$ cat src/rtc_twi_pkg.sv
// Shared constants, types and helpers of the two-wire target interface
package rtc_twi_pkg;

  // ======================================================
  // Serial framing
  localparam logic [3:0] DEV_CODE = 4'h6;
  localparam logic [3:0] BYTE_BITS = 4'h8;
  localparam logic [3:0] MACK_MARK = 4'h9;
  localparam int MEM_BYTES = 20;

  // ======================================================
  // Command codes
  localparam logic [2:0] CMD_STATUS1 = 3'h0;
  localparam logic [2:0] CMD_STATUS2 = 3'h1;
  localparam logic [2:0] CMD_RTD1 = 3'h2;
  localparam logic [2:0] CMD_RTD2 = 3'h3;
  localparam logic [2:0] CMD_INTD1 = 3'h4;
  localparam logic [2:0] CMD_INTD2 = 3'h5;
  localparam logic [2:0] CMD_CORR = 3'h6;
  localparam logic [2:0] CMD_FREE = 3'h7;
  localparam int ALARM_MODE_BIT = 5;

  // ======================================================
  // APB map
  localparam logic [7:0] OFS_CTRL = 8'h00;
  localparam logic [7:0] OFS_STATUS = 8'h04;
  localparam logic [7:0] OFS_INDEX = 8'h08;
  localparam logic [7:0] OFS_DATA = 8'h0C;
  localparam logic [7:0] CTRL_RST = 8'h01;

  typedef enum logic [2:0] {
    st_idle, st_addr, st_ack, st_wr, st_tx, st_mack, st_wait
  } link_state_t;

  // Byte store index of a command's first byte
  function automatic logic [4:0] base_of(input logic [2:0] cmd);
    case (cmd)
      CMD_STATUS1: base_of = 5'h00;
      CMD_STATUS2: base_of = 5'h01;
      CMD_RTD1: base_of = 5'h02;
      CMD_RTD2: base_of = 5'h09;
      CMD_INTD1: base_of = 5'h0C;
      CMD_INTD2: base_of = 5'h0F;
      CMD_CORR: base_of = 5'h12;
      default: base_of = 5'h13;
    endcase
  endfunction

  // Bytes a command transfers; interrupt data grows in alarm mode
  function automatic logic [2:0] len_of(input logic [2:0] cmd,
                                        input logic [7:0] status2);
    case (cmd)
      CMD_RTD1: len_of = 3'h7;
      CMD_RTD2: len_of = 3'h3;
      CMD_INTD1, CMD_INTD2:
        len_of = status2[ALARM_MODE_BIT] ? 3'h3 : 3'h1;
      default: len_of = 3'h1;
    endcase
  endfunction

endpackage

$ cat src/pin_sync.sv
// Two-stage synchroniser for the serial clock and data pins
module pin_sync (
  input wire logic clk,
  input wire logic rst,
  input wire logic [1:0] pin_in,
  output logic [1:0] pin_out
);

  logic [1:0] meta_reg;
  logic [1:0] meta_next;
  logic [1:0] out_next;

  always_comb begin
    meta_next = pin_in;
    out_next = meta_reg;
  end

  // Idle bus is high, so reset to released
  always_ff @(posedge clk) begin
    if (rst) begin
      meta_reg <= 2'h3;
      pin_out <= 2'h3;
    end else begin
      meta_reg <= meta_next;
      pin_out <= out_next;
    end
  end

endmodule

$ cat src/rtc_two_wire_target.sv
// Two-wire serial target of a real-time clock, with APB register access
// What this block does
// - Data falling while clock high is a start and begins an access.
// - Data rising while clock high is a stop; return to standby.
// - Data moves in whole bytes; data changes only while clock is low.
// - Data edge with clock high mid-transfer abandons the access.
// - Master releases data after 8th fall; target acks low on 9th.
// - No acknowledgment when the access is irregular.
// - First byte gives device code and command; direction 1 means read.
// - Reads shift out from bit 7; master acks every byte but last.
// - Direction 0 means write; target acks each byte up to the command length.
// - Interrupt data length follows second status register mode.
// - Command select bit picks first or second status register.
// - Command select bit picks first or second interrupt data register.
// - Without bus events the interface keeps its state indefinitely.
// - Stop resets the interface, but is ignored while target drives low.
// - Recovery during a write ack may still complete that write.
module rtc_two_wire_target (
  input wire logic clk,
  input wire logic rst,
  input wire logic scl_in,
  input wire logic sda_in,
  output logic sda_out,
  output logic sda_oe_n,
  input wire logic psel,
  input wire logic penable,
  input wire logic pwrite,
  input wire logic [7:0] paddr,
  input wire logic [31:0] pwdata,
  output logic [31:0] prdata,
  output logic pready,
  output logic pslverr
);

  // ======================================================
  // Pin synchronisation and bus events
  logic [1:0] pins_s;
  logic scl_s, sda_s, scl_d_reg, sda_d_reg;
  logic scl_rise, scl_fall, start_ev, stop_ev, drv;

  pin_sync u_sync (
    .clk(clk),
    .rst(rst),
    .pin_in({scl_in, sda_in}),
    .pin_out(pins_s)
  );

  assign scl_s = pins_s[1];
  assign sda_s = pins_s[0];
  assign scl_rise = scl_s & ~scl_d_reg;
  assign scl_fall = ~scl_s & scl_d_reg;
  assign start_ev = scl_s & scl_d_reg & sda_d_reg & ~sda_s;
  assign stop_ev = scl_s & scl_d_reg & ~sda_d_reg & sda_s;
  assign drv = ~sda_oe_n;

  // ======================================================
  // State
  rtc_twi_pkg::link_state_t state_reg, state_next;
  logic [3:0] cnt_reg, cnt_next;
  logic [7:0] sh_reg, sh_next, tx_reg, tx_next;
  logic [2:0] cmd_reg, cmd_next, idx_reg, idx_next;
  logic rw_reg, rw_next, oe_n_next;
  logic [7:0] mem [0:rtc_twi_pkg::MEM_BYTES-1];
  logic link_we;
  logic [4:0] link_wa, cur_addr;
  logic [2:0] cur_len;
  logic [7:0] ctrl_reg, ctrl_next;
  logic [4:0] sel_reg, sel_next;
  logic [31:0] prdata_next;
  logic pready_next, pslverr_next, apb_acc, apb_we;

  // Command low bit selects the paired register by base offset
  assign cur_addr = rtc_twi_pkg::base_of(cmd_reg) +
                    {2'h0, idx_reg};
  assign cur_len = rtc_twi_pkg::len_of(cmd_reg, mem[1]);

  // ======================================================
  // Link next-state
  always_comb begin
    state_next = state_reg;
    cnt_next = cnt_reg;
    sh_next = sh_reg;
    tx_next = tx_reg;
    cmd_next = cmd_reg;
    idx_next = idx_reg;
    rw_next = rw_reg;
    oe_n_next = sda_oe_n;
    link_we = 1'b0;
    link_wa = cur_addr;
    case (state_reg)
      rtc_twi_pkg::st_addr, rtc_twi_pkg::st_wr: begin
        if (scl_rise) begin
          sh_next = {sh_reg[6:0], sda_s};
          cnt_next = cnt_reg + 4'h1;
        end else if (scl_fall && cnt_reg == rtc_twi_pkg::BYTE_BITS) begin
          if (state_reg == rtc_twi_pkg::st_addr) begin
            if (sh_reg[7:4] == rtc_twi_pkg::DEV_CODE && ctrl_reg[0]) begin
              cmd_next = sh_reg[3:1];
              rw_next = sh_reg[0];
              idx_next = 3'h0;
              state_next = rtc_twi_pkg::st_ack;
              oe_n_next = 1'b0;
            end else begin
              state_next = rtc_twi_pkg::st_wait;
            end
          end else if (idx_reg < cur_len) begin
            link_we = 1'b1;
            idx_next = idx_reg + 3'h1;
            state_next = rtc_twi_pkg::st_ack;
            oe_n_next = 1'b0;
          end else begin
            state_next = rtc_twi_pkg::st_wait;
          end
        end
      end
      rtc_twi_pkg::st_ack: begin
        if (scl_fall) begin
          cnt_next = 4'h0;
          if (rw_reg) begin
            tx_next = mem[cur_addr];
            idx_next = idx_reg + 3'h1;
            oe_n_next = mem[cur_addr][7];
            state_next = rtc_twi_pkg::st_tx;
          end else begin
            oe_n_next = 1'b1;
            state_next = rtc_twi_pkg::st_wr;
          end
        end
      end
      rtc_twi_pkg::st_tx: begin
        if (scl_rise) begin
          cnt_next = cnt_reg + 4'h1;
        end else if (scl_fall) begin
          if (cnt_reg == rtc_twi_pkg::BYTE_BITS) begin
            oe_n_next = 1'b1;
            state_next = rtc_twi_pkg::st_mack;
          end else begin
            tx_next = {tx_reg[6:0], 1'b0};
            oe_n_next = tx_reg[6];
          end
        end
      end
      rtc_twi_pkg::st_mack: begin
        if (scl_rise) begin
          sh_next = {sh_reg[7:1], sda_s};
          cnt_next = rtc_twi_pkg::MACK_MARK;
        end else if (scl_fall && cnt_reg == rtc_twi_pkg::MACK_MARK) begin
          cnt_next = 4'h0;
          // No-ack, or a group read past its end, ends the read
          if (!sh_reg[0] && idx_reg < cur_len) begin
            tx_next = mem[cur_addr];
            idx_next = idx_reg + 3'h1;
            oe_n_next = mem[cur_addr][7];
            state_next = rtc_twi_pkg::st_tx;
          end else begin
            state_next = rtc_twi_pkg::st_wait;
          end
        end
      end
      default: begin
      end
    endcase
    // Conditions only count while the line is released by us
    if (!drv && start_ev) begin
      state_next = rtc_twi_pkg::st_addr;
      cnt_next = 4'h0;
      oe_n_next = 1'b1;
    end else if (!drv && stop_ev) begin
      state_next = rtc_twi_pkg::st_idle;
      cnt_next = 4'h0;
      oe_n_next = 1'b1;
    end
  end

  // ======================================================
  // APB next-state
  always_comb begin
    apb_acc = psel & penable & ~pready;
    apb_we = apb_acc & pwrite & (paddr == rtc_twi_pkg::OFS_DATA) &
             (sel_reg < 5'(rtc_twi_pkg::MEM_BYTES));
    pready_next = apb_acc;
    pslverr_next = 1'b0;
    prdata_next = prdata;
    ctrl_next = ctrl_reg;
    sel_next = sel_reg;
    if (apb_acc) begin
      prdata_next = 32'h0000_0000;
      case (paddr)
        rtc_twi_pkg::OFS_CTRL: begin
          if (pwrite) ctrl_next = pwdata[7:0];
          else prdata_next = {24'h00_0000, ctrl_reg};
        end
        rtc_twi_pkg::OFS_STATUS: begin
          if (!pwrite) prdata_next = {22'h00_0000, idx_reg, cmd_reg,
                                      rw_reg, 3'(state_reg)};
        end
        rtc_twi_pkg::OFS_INDEX: begin
          if (pwrite) sel_next = pwdata[4:0];
          else prdata_next = {27'h000_0000, sel_reg};
        end
        rtc_twi_pkg::OFS_DATA: begin
          if (!pwrite && sel_reg < 5'(rtc_twi_pkg::MEM_BYTES))
            prdata_next = {24'h00_0000, mem[sel_reg]};
        end
        default: pslverr_next = 1'b1;
      endcase
    end
  end

  // ======================================================
  // Registers
  // Only rst, start or stop resets the link; no timeout, so a stuck
  // transfer stays put until the master recovers it
  always_ff @(posedge clk) begin
    if (rst) begin
      state_reg <= rtc_twi_pkg::st_idle;
      cnt_reg <= 4'h0;
      sh_reg <= 8'h00;
      tx_reg <= 8'h00;
      cmd_reg <= 3'h0;
      idx_reg <= 3'h0;
      rw_reg <= 1'b0;
      sda_oe_n <= 1'b1;
      sda_out <= 1'b0;
      scl_d_reg <= 1'b1;
      sda_d_reg <= 1'b1;
      ctrl_reg <= rtc_twi_pkg::CTRL_RST;
      sel_reg <= 5'h00;
      prdata <= 32'h0000_0000;
      pready <= 1'b0;
      pslverr <= 1'b0;
    end else begin
      state_reg <= state_next;
      cnt_reg <= cnt_next;
      sh_reg <= sh_next;
      tx_reg <= tx_next;
      cmd_reg <= cmd_next;
      idx_reg <= idx_next;
      rw_reg <= rw_next;
      sda_oe_n <= oe_n_next;
      sda_out <= 1'b0;
      scl_d_reg <= scl_s;
      sda_d_reg <= sda_s;
      ctrl_reg <= ctrl_next;
      sel_reg <= sel_next;
      prdata <= prdata_next;
      pready <= pready_next;
      pslverr <= pslverr_next;
    end
  end

  // Byte store; the link wins a same-cycle write
  always_ff @(posedge clk) begin
    if (link_we) mem[link_wa] <= sh_reg;
    else if (apb_we) mem[sel_reg] <= pwdata[7:0];
  end

  // ======================================================
  // Checks
  property p_start;
    @(posedge clk) disable iff (rst)
      (start_ev && !drv) |=> (state_reg == rtc_twi_pkg::st_addr &&
                              cnt_reg == 4'h0);
  endproperty
  a_start: assert property (p_start)
    else $error("start not taken");

  property p_stop;
    @(posedge clk) disable iff (rst)
      (stop_ev && !drv) |=> (state_reg == rtc_twi_pkg::st_idle && sda_oe_n);
  endproperty
  a_stop: assert property (p_stop)
    else $error("stop did not return to standby");

  property p_stop_ignored;
    @(posedge clk) disable iff (rst)
      (drv && !scl_fall) |=> ($stable(state_reg) && !sda_oe_n);
  endproperty
  a_stop_ignored: assert property (p_stop_ignored)
    else $error("stop accepted while driving low");

  property p_ack_drives;
    @(posedge clk) disable iff (rst)
      (state_reg == rtc_twi_pkg::st_ack) |-> !sda_oe_n;
  endproperty
  a_ack_drives: assert property (p_ack_drives)
    else $error("ack phase without low drive");

  property p_bad_code;
    @(posedge clk) disable iff (rst)
      (state_reg == rtc_twi_pkg::st_addr && scl_fall && !start_ev &&
       !stop_ev && cnt_reg == 4'h8 && sh_reg[7:4] != rtc_twi_pkg::DEV_CODE)
      |=> (sda_oe_n && state_reg == rtc_twi_pkg::st_wait);
  endproperty
  a_bad_code: assert property (p_bad_code)
    else $error("foreign device code acknowledged");

  property p_read_mode;
    @(posedge clk) disable iff (rst)
      (state_reg == rtc_twi_pkg::st_ack && rw_reg && scl_fall && !start_ev)
      |=> (state_reg == rtc_twi_pkg::st_tx && sda_oe_n == tx_reg[7]);
  endproperty
  a_read_mode: assert property (p_read_mode)
    else $error("read did not start with bit 7");

  property p_tx_bit;
    @(posedge clk) disable iff (rst)
      (state_reg == rtc_twi_pkg::st_tx) |-> (sda_oe_n == tx_reg[7]);
  endproperty
  a_tx_bit: assert property (p_tx_bit)
    else $error("transmitted bit differs from shift msb");

  property p_hold;
    @(posedge clk) disable iff (rst)
      (!scl_rise && !scl_fall && !start_ev && !stop_ev)
      |=> ($stable(state_reg) && $stable(sda_oe_n));
  endproperty
  a_hold: assert property (p_hold)
    else $error("interface moved without bus activity");

  property p_nack_ends;
    @(posedge clk) disable iff (rst)
      (state_reg == rtc_twi_pkg::st_mack && scl_fall && sh_reg[0] &&
       cnt_reg == rtc_twi_pkg::MACK_MARK && !start_ev && !stop_ev)
      |=> state_reg == rtc_twi_pkg::st_wait;
  endproperty
  a_nack_ends: assert property (p_nack_ends)
    else $error("read went on after no-ack");

endmodule

$ cat config.mk
export PLATFORM = sky130hd
export DESIGN_NAME = rtc_two_wire_target
export DESIGN_NICKNAME = d
export VERILOG_FILES = /design/src/rtc_twi_pkg.sv /design/src/pin_sync.sv /design/src/rtc_two_wire_target.sv
export SDC_FILE = /design/constraint.sdc
export NUM_CORES = 1
export LEC_CHECK = 0
export BUFFER_PORTS_ARGS = -buffer_cell sky130_fd_sc_hd__buf_2
export CORE_MARGIN = 4
export CORE_UTILIZATION = 40
export CTS_BUF_LIST = sky130_fd_sc_hd__clkbuf_16
export DETAILED_ROUTE_END_ITERATION = 16
export MAX_ROUTING_LAYER = met4
export PLACE_DENSITY = 0.59
export RECOVER_POWER = 25
export SLEW_MARGIN = 0
export SYNTH_ARGS = -nofsm -noshare
export SYNTH_HDL_FRONTEND = slang
export SYNTH_SLANG_ARGS = --single-unit
$ cat constraint.sdc
create_clock -name clk -period 9.11 [get_ports clk]
set_clock_uncertainty 0.05 [all_clocks]
set_input_delay 0 -clock clk [delete_from_list [all_inputs] [get_ports clk]]
set_output_delay 0 -clock clk [all_outputs]
set_load 0.02 [all_outputs]
==> key figures <==
Worst setup path
  • Kind of critical path: register to register
  • Crit path largest cell delay: ~2.4 ns
  • Worst-path cell chain: o21ai_0, fa_2, clkbuf_1, nor3b_1, a31oi_1, nor2_1
  • Critical path data arrival time: between 5 and 6 ns
  • FF-to-FF Start: cmd_reg[0]$_SDFFE_PP0P_
  • CP Max Fanout: 44
  • Startpoint Class: register
  • Critical path required time: 9.21 ns
  • Crit end category: register
  • Worst setup path start: cmd_reg[0]$_SDFFE_PP0P_
  • CP max-delay cell: clkbuf_1

Drt
  • DRC viols: 0
  • Post-route ant nets: 0
  • Via density: between 5 and 6
  • Iteration count of the initial detailed-routing pass: 5
  • Vias: roughly 7.2k
  • Initial DRC Count: between 600 and 700
  • Final wirelength: ~29 mm
  • Routed len/inst: approximately 23 um

Clock tree
  • Post-CTS Setup Inserts: 0
  • CTS tree: built
  • Clk pin slew, worst setup/hold paths: about 0.06 ns
  • CTS sink cnt: around 230
  • CTS Buf Count: 26
  • Clk root buf: clkbuf_16
  • CTS max path bufs: 3
  • Worst skew pair latency: ~0.53 ns
  • Htree depth: 1

Placed design
  • I/O Buffers: 35
  • Setup WS pre-CTS: between 4 and 5 ns
  • DP HPWL: 18.9 mm
  • GP Congestion: ~0.85
  • Placed Cells: 1,195

Logic synthesis
  • FFs w/ async S/R, synth: 0%
  • Synthesized area per cell: approximately 14 sq um
  • Post-synth top area share: 42.4%
  • Dominant cells by area after synthesis: edfxtp_1 (42%), mux4_2 (16%), dfxtp_1 (12%)
  • Cells after Synth: about 800
  • Sequential-to-total area share from yosys stat: around 54%
  • Flops & latches, synth: ~230
  • Netlist cell types: 70
  • Leading area contributor after synthesis: edfxtp_1
  • Main synth FF type: edfxtp_1
  • Yosys warns: 0
  • Post-Syn Area: 0.0113 sq mm
  • Post-synth EDFFs: 160

Layout
  • Commonest non-fill, non-tap cell in the layout: edfxtp_1
  • Antenna diode count: 0
  • Layout area overhead: 12.8%
  • Fillers: around 2.5k
  • Non-Filler Instances: 1,265
  • Share of layout cells above drive strength 1: around a fifth
  • Largest regs: mem (160), prdata (10)
  • Max FFs per register: 160
  • Largest register by flop count: mem
  • Net count, final: 929
  • Commonest non-fill, non-tap cells in the layout: edfxtp_1 (160), mux4_2 (79), nor2_1 (78)

Floorplanning
  • Die H: about 180 um
  • Die width: approximately 180 um
  • DIE AREA: just over 0.03 sq mm
  • Core Area: 0.0279 sq mm
  • Effective utilization at floorplan: roughly 41%
  • IO Count: between 80 and 90
  • Rows: just over 60

STA
  • Final Hold Slack: 0.0171 ns
  • Max_slew headroom: -126%
  • Period utilization: approximately three fifths
  • Setup ws final: ~3.6 ns
  • Final min period: between 5 and 6 ns
  • Unrepaired setup endpoints after global routing: false
  • Slew Viols, Final: approximately 140
  • Final Hold Viols: 0
  • Setup violations, final: 0
  • Fmax: 0.182 GHz
  • Setup_tns: 0 ns
  • Worst Max-Slew Pin Slew: around 3.4 ns

Hold path
  • Hold_sp: paddr[2]
  • Worst hold path type: primary input to register

Global routing
  • First-pass GRT wire length: 43.3 mm
  • Remaining Overflow, GRT: 0
  • GR Util All Layers: 18.8%
  • Vias in the first global route: slightly above 7k
  • Largest net degree at the start of global routing: 56
  • Initial antenna violation count: 0

Status
  • Status: finished, violations left
  • Failing checks: max-capacitance violations, max-slew violations

Job
  • MaxCap Viol Count: 4

Power
  • Pwr Density: between 150 and 200 mW/mm^2
  • Power Total: between 2 and 2.5 mW
  • Maximum VDD drop: approximately 0.11 mV
  • P_leak: 4.07 nW
==> report_power, final <==
group | total [mW] | switching (mW) | internal, mW
Combinational | 0.0545 | 0.0351 | 0.0194
Sequential | 1.09 | 0.00159 | 1.09
Clock | 1.02 | 0.417 | 0.605
Total | 2.17 | 0.454 | 1.71
==> cell usage after synthesis (2+ instances only) <==
| master | n |
|---|---|
| edfxtp_1 | 160 |
| mux4_2 | 79 |
| nor2_1 | 78 |
| dfxtp_1 | 66 |
| mux2i_1 | 60 |
| a21oi_1 | 44 |
| nand2_1 | 27 |
| buf_4 | 24 |
| clkbuf_1 | 24 |
| buf_2 | 18 |
| nor2b_1 | 18 |
| o21ai_0 | 17 |
| a31oi_1 | 14 |
| nor3_1 | 14 |
| ha_1 | 12 |
| mux2_2 | 12 |
| nand3_1 | 12 |
| a211oi_1 | 10 |
| a22oi_1 | 9 |
| nor3b_1 | 8 |
| or2_2 | 8 |
| a211o_1 | 7 |
| a311oi_1 | 7 |
| inv_1 | 7 |
| nand2b_1 | 7 |
| or3_1 | 7 |
| a21o_1 | 4 |
| and3_1 | 4 |
| nand3b_1 | 4 |
| buf_1 | 3 |
| nor4_1 | 3 |
| nor4b_1 | 3 |
| o22a_1 | 3 |
| xnor2_1 | 3 |
| xor2_1 | 3 |
| a21oi_2 | 2 |
| a221oi_1 | 2 |
| and3b_1 | 2 |
| buf_6 | 2 |
| mux2_1 | 2 |
| nand4_1 | 2 |
| nand4b_1 | 2 |
| or4_4 | 2 |
==> area by class of cell <==
cell class                      instances  area (sq um)  area share (%)
Timing Repair Buffer                   69           453            3.54
Clock buffer                           26           651            5.09
Tap cell                              378           473            3.70
Inverter                                8          30.0           0.235
Sequential cell                       226          6130            47.9
Clock inverter                         20           190            1.49
Multi-Input combinational cell        538          4860            38.0
==> repair_timing <==
action / 4_1_cts / 5_1_grt
gates resized for setup: 0 / 0
hold buffers: 24 / 0
hold endpoints to repair: 29 / 0
==> stage by stage <==
step / utilization (%) / cell area, sq um
final: 45.9 / 12800
after global routing: 45.9 / 12800
after CTS: 46.1 / 12800
after detailed placement: 42.2 / 11800
after global placement: 42.2 / 11800
after floorplan: - / 11400
==> final timing paths <==
kind,to,slack (ns),cells after the start
setup / recovery,mem[2][1]$_DFFE_PP_,3.62,6
hold / removal,prdata[9]$_SDFFE_PP0P_,0.02,4
setup reg to reg,mem[2][1]$_DFFE_PP_,3.62,6
hold reg to reg,u_sync.pin_out[1]$_SDFF_PP1_,0.36,1
==> cell families after synthesis <==
group / count (synthesis) / synth area share, %
multiplexers: 153 / 22.4
other: 1 / 0.0331
AND/OR/NAND/NOR: 210 / 9.74
XOR/XNOR: 6 / 0.464
buffers and inverters: 80 / 3.82
AO/OA/AOI/OAI: 133 / 8.00
adder cells (fa/ha/maj): 13 / 1.50
flip-flops: 226 / 54.1
==> layer usage <==
layer	up-vias	share of wire (%)	GRT usage, %
met4	0	1.9	4.22
met3	40	6.7	3.19
met2	241	47	29.5
met1	3628	45	26.0
li1	3281	-	-
met5	-	0	-
==> worst max-delay path: cells and delay by family (launching register included) <==
family	cells	cell delay, ns
flip-flops	1	0.47
buffers and inverters	1	2.39
adder cells (fa/ha/maj)	1	0.55
AO/OA/AOI/OAI	2	0.38
AND/OR/NAND/NOR	2	1.27
No activity file was read; power rests on OpenSTA's default activity.
